## config.mk

```make
export PLATFORM = sky130hd
export DESIGN_NAME = playback_sequencer
export DESIGN_NICKNAME = d
export VERILOG_FILES = /design/src/playback_pkg.sv /design/src/playback_sequencer.sv
export SDC_FILE = /design/constraint.sdc
export NUM_CORES = 1
export LEC_CHECK = 0
export ABC_AREA = 1
export BUFFER_PORTS_ARGS = -buffer_cell sky130_fd_sc_hd__buf_2
export CORE_MARGIN = 5
export CORE_UTILIZATION = 45
export DETAILED_ROUTE_END_ITERATION = 16
export PLACE_DENSITY = 0.63
export SLEW_MARGIN = 20
export SYNTH_ARGS = -nofsm -noshare
export SYNTH_HDL_FRONTEND = slang
export SYNTH_SLANG_ARGS = --single-unit
```

## constraint.sdc

```tcl
create_clock -name aclk -period 6.16 [get_ports aclk]
set_input_delay 0.616 -clock aclk [delete_from_list [all_inputs] [get_ports aclk]]
set_output_delay 0.616 -clock aclk [all_outputs]
set_load 0.02 [all_outputs]
```

## src/playback_pkg.sv

```systemverilog
// constants, register map and types of the haptic playback sequencer
// assumes an AXI4-Lite master with 32-bit data and a 40 MHz aclk
// Overview of operation
// - In mode 5 the output is driven continuously from the drive value register.
// - Every host write of the drive value appears on the output immediately.
// - Drive value is signed unless the unsigned-format bit at index 0x1D is set.
// - Library-control bit 4 floats the output driver.
// - Floating only when enabled; shutdown or standby gives pull-to-ground instead.
// - The float request acts at once, even during playback.
// - Library select: 0 empty, 1-5 A-E, 6 resonant, 7 F; reset 1.
// - The library selected when the trigger is set is used for playback.
// - Slot bit 7 set: idle 10 ms times the low seven bits.
// - Slot bit 7 clear: low seven bits are a waveform identifier.
// - The identifier is an integer index into the chosen library.
// - The trigger starts playback from the slot at index 0x04.
// - After a waveform ends the next slot plays if it is non-zero.
// - Sequence stops at a zero slot or after slot index 0x0B.
// - Trigger stays high until the sequence ends; host clearing it cancels.
// - Mode 0 is internal trigger, mode 5 is direct drive.
package playback_pkg;

  // register indices; byte address is four times the index
  localparam logic [5:0] IDX_MODE    = 6'h01;
  localparam logic [5:0] IDX_DRIVE   = 6'h02;
  localparam logic [5:0] IDX_LIBCTL  = 6'h03;
  localparam logic [5:0] IDX_SLOT0   = 6'h04;
  localparam logic [5:0] IDX_SLOT7   = 6'h0B;
  localparam logic [5:0] IDX_GO      = 6'h0C;
  localparam logic [5:0] IDX_FORMAT  = 6'h1D;

  // field positions
  localparam int MODE_LSB      = 0;
  localparam int STANDBY_BIT   = 6;
  localparam int FLOAT_BIT     = 4;
  localparam int LIB_LSB       = 0;
  localparam int GO_BIT        = 0;
  localparam int FORMAT_BIT    = 3;
  localparam int SLOT_WAIT_BIT = 7;

  // reset values
  localparam logic [2:0] MODE_RST    = 3'h0;
  localparam logic       STANDBY_RST = 1'b1;
  localparam logic [7:0] DRIVE_RST   = 8'h00;
  localparam logic [2:0] LIB_RST     = 3'h1;
  localparam logic [7:0] SLOT_RST    = 8'h00;

  // operating functions
  localparam logic [2:0] MODE_INTERNAL = 3'h0;
  localparam logic [2:0] MODE_DIRECT   = 3'h5;

  // library codes
  localparam logic [2:0] LIB_EMPTY = 3'h0;
  localparam logic [2:0] LIB_RES   = 3'h6;

  // unsigned to signed conversion
  localparam logic [7:0] SIGN_FLIP = 8'h80;

  // wait unit timing
  localparam int WAIT_UNIT_MS     = 10;
  localparam int CLK_PERIOD_NS    = 25;
  localparam int WAIT_TICK_CYCLES = WAIT_UNIT_MS * 1000000 / CLK_PERIOD_NS;

  // bus responses
  localparam logic [1:0] RESP_OKAY   = 2'h0;
  localparam logic [1:0] RESP_SLVERR = 2'h2;

  typedef enum logic [3:0] {
    ST_IDLE  = 4'b0001,
    ST_FETCH = 4'b0010,
    ST_PLAY  = 4'b0100,
    ST_WAIT  = 4'b1000
  } seq_state_t;

endpackage : playback_pkg

```

## src/playback_sequencer.sv

```systemverilog
// direct drive, library/output control and eight-slot waveform sequencer
// assumes a library playback engine on aclk that pulses wave_done per waveform
//
// The AXI4-Lite register port was decided locally.
module playback_sequencer
  import playback_pkg::*;
#(
  parameter int SLOTS      = 8,
  parameter int TICK_CYCLS = WAIT_TICK_CYCLES
)
(
  // clock and reset
  input  wire logic        aclk,
  input  wire logic        aresetn,
  // axi4-lite write address
  input  wire logic [7:0]  s_axi_awaddr,
  input  wire logic        s_axi_awvalid,
  output logic             s_axi_awready,
  // axi4-lite write data
  input  wire logic [31:0] s_axi_wdata,
  input  wire logic [3:0]  s_axi_wstrb,
  input  wire logic        s_axi_wvalid,
  output logic             s_axi_wready,
  // axi4-lite write response
  output logic [1:0]       s_axi_bresp,
  output logic             s_axi_bvalid,
  input  wire logic        s_axi_bready,
  // axi4-lite read address
  input  wire logic [7:0]  s_axi_araddr,
  input  wire logic        s_axi_arvalid,
  output logic             s_axi_arready,
  // axi4-lite read data
  output logic [31:0]      s_axi_rdata,
  output logic [1:0]       s_axi_rresp,
  output logic             s_axi_rvalid,
  input  wire logic        s_axi_rready,
  // hardware enable pin
  input  wire logic        device_enable_pin,
  // output stage control
  output logic [7:0]       drive_level,
  output logic             drive_active,
  output logic             output_float,
  output logic             output_pulldown,
  // library playback engine
  output logic             wave_start,
  output logic             wave_abort,
  output logic [6:0]       wave_id,
  output logic [2:0]       wave_library,
  input  wire logic        wave_done,
  output logic             seq_busy
);

  localparam int TW = $clog2(TICK_CYCLS + 1);

  function automatic logic [5:0] reg_index(input logic [7:0] addr);
    reg_index = addr[7:2];
  endfunction : reg_index

  function automatic logic is_slot(input logic [5:0] idx);
    is_slot = (idx >= IDX_SLOT0) && (idx <= IDX_SLOT7);
  endfunction : is_slot

  // registers
  logic [2:0]  mode_reg;
  logic        standby_reg;
  logic [7:0]  drive_value_reg;
  logic [2:0]  lib_sel_reg;
  logic        float_req_reg;
  logic        unsigned_sel_reg;
  logic        go_reg;
  logic [7:0]  slot_reg [0:SLOTS-1];

  // bus state
  logic        aw_held_reg;
  logic        w_held_reg;
  logic [5:0]  wr_idx_reg;
  logic [7:0]  wr_data_reg;
  logic        wr_lane_reg;
  logic        bvalid_reg;
  logic [1:0]  bresp_reg;
  logic        rvalid_reg;
  logic [31:0] rdata_reg;
  logic [1:0]  rresp_reg;
  logic        wr_fire;
  logic        wr_en;
  logic [31:0] rd_value;
  logic        rd_mapped;

  // pin synchroniser
  logic        en_s1_reg;
  logic        en_s2_reg;
  logic        en_s3_reg;
  logic        enabled_reg;

  // sequencer
  seq_state_t  state_reg;
  logic [2:0]  slot_idx_reg;
  logic [6:0]  units_reg;
  logic [TW-1:0] tick_reg;
  logic        seq_done;
  logic [7:0]  cur_slot;
  logic        trig_ok;

  // axi write channel
  assign s_axi_awready = !aw_held_reg && !bvalid_reg;
  assign s_axi_wready  = !w_held_reg && !bvalid_reg;
  assign wr_fire       = aw_held_reg && w_held_reg && !bvalid_reg;
  assign wr_en         = wr_fire && wr_lane_reg;
  assign s_axi_bvalid  = bvalid_reg;
  assign s_axi_bresp   = bresp_reg;

  always_ff @(posedge aclk)
  begin
    if (!aresetn)
    begin
      aw_held_reg <= 1'b0;
      w_held_reg  <= 1'b0;
      wr_idx_reg  <= 6'h00;
      wr_data_reg <= 8'h00;
      wr_lane_reg <= 1'b0;
      bvalid_reg  <= 1'b0;
      bresp_reg   <= RESP_OKAY;
    end
    else
    begin
      if (s_axi_awvalid && s_axi_awready)
      begin
        aw_held_reg <= 1'b1;
        wr_idx_reg  <= reg_index(s_axi_awaddr);
      end
      if (s_axi_wvalid && s_axi_wready)
      begin
        w_held_reg  <= 1'b1;
        wr_data_reg <= s_axi_wdata[7:0];
        wr_lane_reg <= s_axi_wstrb[0];
      end
      if (wr_fire)
      begin
        aw_held_reg <= 1'b0;
        w_held_reg  <= 1'b0;
        bvalid_reg  <= 1'b1;
        bresp_reg   <= (wr_idx_reg == IDX_MODE || wr_idx_reg == IDX_DRIVE ||
                        wr_idx_reg == IDX_LIBCTL || is_slot(wr_idx_reg) ||
                        wr_idx_reg == IDX_GO || wr_idx_reg == IDX_FORMAT)
                       ? RESP_OKAY : RESP_SLVERR;
      end
      else if (bvalid_reg && s_axi_bready)
        bvalid_reg <= 1'b0;
    end
  end

  // axi read channel
  assign s_axi_arready = !rvalid_reg;
  assign s_axi_rvalid  = rvalid_reg;
  assign s_axi_rdata   = rdata_reg;
  assign s_axi_rresp   = rresp_reg;

  always_comb
  begin
    rd_value  = 32'h0000_0000;
    rd_mapped = 1'b1;
    case (reg_index(s_axi_araddr))
      IDX_MODE:   rd_value[7:0] = {1'b0, standby_reg, 3'h0, mode_reg};
      IDX_DRIVE:  rd_value[7:0] = drive_value_reg;
      IDX_LIBCTL: rd_value[7:0] = {3'h0, float_req_reg, 1'b0, lib_sel_reg};
      IDX_GO:     rd_value[7:0] = {7'h00, go_reg};
      IDX_FORMAT: rd_value[7:0] = {4'h0, unsigned_sel_reg, 3'h0};
      default:
      begin
        if (is_slot(reg_index(s_axi_araddr)))
          rd_value[7:0] = slot_reg[3'(reg_index(s_axi_araddr) - IDX_SLOT0)];
        else
          rd_mapped = 1'b0;
      end
    endcase
  end

  always_ff @(posedge aclk)
  begin
    if (!aresetn)
    begin
      rvalid_reg <= 1'b0;
      rdata_reg  <= 32'h0000_0000;
      rresp_reg  <= RESP_OKAY;
    end
    else if (s_axi_arvalid && s_axi_arready)
    begin
      rvalid_reg <= 1'b1;
      rdata_reg  <= rd_value;
      rresp_reg  <= rd_mapped ? RESP_OKAY : RESP_SLVERR;
    end
    else if (rvalid_reg && s_axi_rready)
      rvalid_reg <= 1'b0;
  end

  // control registers
  always_ff @(posedge aclk)
  begin
    if (!aresetn)
    begin
      mode_reg         <= MODE_RST;
      standby_reg      <= STANDBY_RST;
      drive_value_reg  <= DRIVE_RST;
      lib_sel_reg      <= LIB_RST;
      float_req_reg    <= 1'b0;
      unsigned_sel_reg <= 1'b0;
    end
    else if (wr_en)
    begin
      case (wr_idx_reg)
        IDX_MODE:
        begin
          mode_reg    <= wr_data_reg[MODE_LSB +: 3];
          standby_reg <= wr_data_reg[STANDBY_BIT];
        end
        IDX_DRIVE:  drive_value_reg <= wr_data_reg;
        IDX_LIBCTL:
        begin
          lib_sel_reg   <= wr_data_reg[LIB_LSB +: 3];
          float_req_reg <= wr_data_reg[FLOAT_BIT];
        end
        IDX_FORMAT: unsigned_sel_reg <= wr_data_reg[FORMAT_BIT];
        default:    mode_reg <= mode_reg;
      endcase
    end
  end

  // sequence slots
  always_ff @(posedge aclk)
  begin
    if (!aresetn)
    begin
      for (int i = 0; i < SLOTS; i++)
        slot_reg[i] <= SLOT_RST;
    end
    else if (wr_en && is_slot(wr_idx_reg))
      slot_reg[3'(wr_idx_reg - IDX_SLOT0)] <= wr_data_reg;
  end

  // trigger bit: host write wins over the hardware clear
  assign trig_ok = (mode_reg == MODE_INTERNAL) && !standby_reg && enabled_reg;

  always_ff @(posedge aclk)
  begin
    if (!aresetn)
      go_reg <= 1'b0;
    else if (wr_en && wr_idx_reg == IDX_GO)
      go_reg <= wr_data_reg[GO_BIT] && trig_ok;
    else if (seq_done || !trig_ok)
      go_reg <= 1'b0;
  end

  // enable pin synchroniser
  always_ff @(posedge aclk)
  begin
    if (!aresetn)
    begin
      en_s1_reg   <= 1'b0;
      en_s2_reg   <= 1'b0;
      en_s3_reg   <= 1'b0;
      enabled_reg <= 1'b0;
    end
    else
    begin
      en_s1_reg <= device_enable_pin;
      en_s2_reg <= en_s1_reg;
      en_s3_reg <= en_s2_reg;
      if (en_s2_reg == en_s3_reg)
        enabled_reg <= en_s3_reg;
    end
  end

  // output stage
  always_ff @(posedge aclk)
  begin
    if (!aresetn)
    begin
      drive_level     <= 8'h00;
      drive_active    <= 1'b0;
      output_float    <= 1'b0;
      output_pulldown <= 1'b1;
    end
    else
    begin
      drive_level     <= unsigned_sel_reg ? (drive_value_reg ^ SIGN_FLIP)
                                          : drive_value_reg;
      drive_active    <= (mode_reg == MODE_DIRECT) && enabled_reg &&
                         !standby_reg && !float_req_reg;
      output_float    <= float_req_reg && enabled_reg && !standby_reg;
      output_pulldown <= !enabled_reg || standby_reg;
    end
  end

  // sequencer
  assign cur_slot = slot_reg[slot_idx_reg];
  assign seq_busy = (state_reg != ST_IDLE);
  assign seq_done = (state_reg == ST_FETCH && cur_slot == SLOT_RST) ||
                    (state_reg == ST_FETCH && !cur_slot[SLOT_WAIT_BIT] &&
                     wave_library == LIB_EMPTY && slot_idx_reg == 3'(SLOTS - 1)) ||
                    (state_reg == ST_PLAY && wave_done && slot_idx_reg == 3'(SLOTS - 1)) ||
                    (state_reg == ST_WAIT && units_reg == 7'h00 &&
                     slot_idx_reg == 3'(SLOTS - 1));

  always_ff @(posedge aclk)
  begin
    if (!aresetn)
    begin
      state_reg    <= ST_IDLE;
      slot_idx_reg <= 3'h0;
      units_reg    <= 7'h00;
      tick_reg     <= '0;
      wave_start   <= 1'b0;
      wave_abort   <= 1'b0;
      wave_id      <= 7'h00;
      wave_library <= LIB_RST;
    end
    else
    begin
      wave_start <= 1'b0;
      wave_abort <= 1'b0;
      if (state_reg != ST_IDLE && (!go_reg || seq_done))
      begin
        state_reg  <= ST_IDLE;
        wave_abort <= !go_reg;
      end
      else
      begin
        case (state_reg)
          ST_IDLE:
            if (go_reg)
            begin
              state_reg    <= ST_FETCH;
              slot_idx_reg <= 3'h0;
              wave_library <= lib_sel_reg;
            end
          ST_FETCH:
            if (cur_slot[SLOT_WAIT_BIT])
            begin
              state_reg <= ST_WAIT;
              units_reg <= cur_slot[6:0];
              tick_reg  <= '0;
            end
            else if (wave_library == LIB_EMPTY)
              slot_idx_reg <= slot_idx_reg + 3'h1;
            else
            begin
              state_reg  <= ST_PLAY;
              wave_id    <= cur_slot[6:0];
              wave_start <= 1'b1;
            end
          ST_PLAY:
            if (wave_done)
            begin
              state_reg    <= ST_FETCH;
              slot_idx_reg <= slot_idx_reg + 3'h1;
            end
          ST_WAIT:
            if (units_reg == 7'h00)
            begin
              state_reg    <= ST_FETCH;
              slot_idx_reg <= slot_idx_reg + 3'h1;
            end
            else if (tick_reg == TW'(TICK_CYCLS - 1))
            begin
              tick_reg  <= '0;
              units_reg <= units_reg - 7'h01;
            end
            else
              tick_reg <= tick_reg + TW'(1);
          default: state_reg <= ST_IDLE;
        endcase
      end
    end
  end
endmodule : playback_sequencer

```

==> reports/metrics.cfg <==
[logic_synthesis]
ys_dominant_reg_cell=sky130_fd_sc_hd__dfxtp_1
avgSynthCellArea_um2=7.60
synthAdderAreaFrac_pct=0.833
synth_xor_area_share_pct=0.402
synth-compound-area-share_pct=13.7
synth.most_common_cell=sky130_fd_sc_hd__nand2_1
synth.top_cell.area_share_pct=25.3
synthTopCellsByArea=sky130_fd_sc_hd__dfxtp_1 25%, sky130_fd_sc_hd__edfxtp_1 22%, sky130_fd_sc_hd__nand2_1 9.8%, sky130_fd_sc_hd__nor2_1 7.5%, sky130_fd_sc_hd__inv_1 5.1%
syn_area_mm2=0.00872
dominant_combinational_cell_family_by_area_after_synthesis=simple AND/OR/NAND/NOR gates
yosys-mux-area-fraction_pct=0
yosysUniqueCellTypes=46
synth_sequential_area_ratio_pct=47.3
synth_seq_cells=174
synth.yosys.warnings=0
synth_top_cells_by_count=228 x sky130_fd_sc_hd__nand2_1, 173 x sky130_fd_sc_hd__nor2_1, 119 x sky130_fd_sc_hd__inv_1
post_synth_and_or_nand_nor_area_fraction_pct=26.7
synth_enable_flop_cells=64
postSynthCellCount=1147
async_reset_ff_share_pct=0
synth_largest_area_cell=sky130_fd_sc_hd__dfxtp_1

[cells_and_area]
layout.cell_area.non_filler_mm2=0.00967
final_layout_size_suffix_gt1_share_pct=10.8
multi_input_area_mm2=0.00373
diodes_inserted=0
finish.net_count=1255
final_core_utilization_pct=50.2
area.growth.synth_to_final_pct=10.9
fillerInstances=1922
largest_register_ff_count=64
final-seq-area_mm2=0.00412

[power]
power.share.sequential_pct=47.1
clock_power_share_pct=42.3
power_density_mw_per_mm2=276
power.leakage_uw=0.00412
part_of_the_total_power_dissipated_in_combinational_logic_pct=10.6
vdd_drop_max_uv=170
internal_power_uw=1870
power.total_uw=2670
reported_net_switching_power_uw=801
switching_share_pct=30.0

[routing]
drt-total-wl_mm=22.7
dr_vias=7543
length_of_the_first_detailed_routing_pass_in_iterations=6
routed_wire_length_per_instance_um=15.4
initialDrtViolationCount=801
antenna_violating_nets_post_route=0
vias_per_cell=5.14
drc=0

[setup_path]
critical_path_class=reg -> reg
worstPathMaxFanout=40
path_common_cell=sky130_fd_sc_hd__nand2_1
critPathBufInv=2
critical_path.cell_chain=inv_2, nor2_1, o21ai_1, nand2_1, nand2_1, nand2_1, nor2_1, nand3_1, nand3_2, nand2_2, buf_4, nand2_1, nand2_1, nand2_1, nor2_1
crit_path_end_kind=flip-flop
critPathRequiredTime_ns=6.53
critical_path_s_top_delay_family=simple AND/OR/NAND/NOR gates
critical_path_arrival_ns=3.83
max_stage_delay_ns=0.80
setup.worst_path.start_class=flip-flop
cpMaxStageDelayCell=sky130_fd_sc_hd__dfxtp_1

[hold_path]
timing.hold.worst.class=in -> reg

[global_route]
grt_max_degree=67
grt_pass1_vias=7120
grt_use_total_pct=20.7
antenna_found_initial=0
first_pass_grt_wire_length_mm=36.5
globalRouteOverflowTotal=0

[sta]
timing.clock.skew_ns=0.0154
maxClockFrequency_mhz=289
setup_viol=0
final-max-slew-violation-count=0
finalWorstPathRequiredPeriod_ns=3.46
final.setup.tns_ns=0
tightestPinTransition_ns=0.995
setup_repair_after_global_routing_missed_its_margin=no
final_min_period_over_clock_period_pct=56.2
final-hold-violation-count=0
slew-limit-headroom_pct=33.3

[die]
ios=126
dieArea_mm2=0.0223
fp-row-count=51
floorplan.die.height_um=149
die_w_um=149
core_region_area_mm2=0.0193
effective_utilization_at_floorplan_pct=45.2

[clock_tree]
cts_tree=yes
cts_sinks=174
cts_htree_levels=4
cts_stage_hold_buffer_count=0
cts.repair.resized=0
postCtsSetupBuffers=0
cts-root-buf=sky130_fd_sc_hd__clkbuf_16
cts-buffers-inserted=17
max-clock-path-buffers=2
cts.reportedPaths.clkPinSlew_ns=0.08
clock_insertion_delay_worst_skew_ns=0.44

[status]
status=complete, no violations

[run]
drv_cap=0

[place]
post_dp_cell_area_mm2=0.00903
dp.final_hpwl_mm=15.7
gp_congestion=0.884
io_buffers=68

==> final timing paths <==
kind         cells after the start      endpoint  slack (ns)         startpoint
min                              3     en_s1_reg        0.36  device_enable_pin
min reg2reg                      2     en_s2_reg        0.42          en_s1_reg
max reg2reg                     15  units_reg[1]        2.70          flip-flop
max                             15  units_reg[1]        2.70          flip-flop
==> metal layers <==
metal / wire length, um / share of wire (%) / track usage, %
met1: 9910 / 44 / 28.5
met2: 10700 / 47 / 33.6
met3: 1660 / 7.3 / 3.52
met4: 420 / 1.9 / 6.36
met5: 0 / 0 / 0
==> power groups by stage <==
stage	clock network [uW]	registers, uW	logic, uW
detailed placement	0	1280	282
floorplan	0	1270	225
global placement	0	1280	280
global route	1190	1260	318
CTS	1140	1260	283
finish	1130	1260	284
==> cell type report <==
class / instances / share of cell area [%]
clock buffers: 17 / 4.40
flip-flops and latches: 174 / 42.7
well taps: 265 / 3.43
multi-input cells: 796 / 38.6
inverters: 129 / 5.03
clock inverters: 15 / 2.16
repair buffers: 71 / 3.75
==> through the flow <==
stage | hold slack (ns) | cells | setup WS [ns]
6_report | 0.361 | 1467 | 2.70
3_5_place_dp | 0.397 | 1435 | 2.73
2_1_floorplan | 0.390 | 1172 | 4.14
5_1_grt | 0.363 | 1467 | 2.37
4_1_cts | 0.348 | 1467 | 2.71
3_3_place_gp | 0.393 | 1435 | 2.73
==> placed cells by master, fill, tap and decap left out, drive strengths merged, types with 2 or more instances in the layout <==
cell type	n
nand3	91
xor2	2
nand4	10
conb	26
xnor2	2
o22ai	34
buf	71
o211ai	6
nor2	176
a21oi	81
inv	131
ha	5
a31oi	5
clkbuf	17
clkinv	13
edfxtp	64
nand3b	10
nand2	231
or2	5
nor3	19
dfxtp	110
a221oi	2
nor4	4
o21ai	78
==> tightest hold or removal path: cells and delay by family <==
kind / cells / cell delay (ns)
buf+inv: 2 / 0.12
simple gates: 1 / 0.04
==> kinds of logic (layout without fill, tap and decap cells) <==
family                     count (synthesis)  in the layout
other                                      1             26
xor gates and xnor gates                   4              4
DFF                                      174            174
buffers and inverters                    202            232
adders and majority gates                  6              6
AOI/OAI and AO/OA                        213            213
and+or+nand+nor                          547            547
No activity file was read; power rests on OpenSTA's default activity.
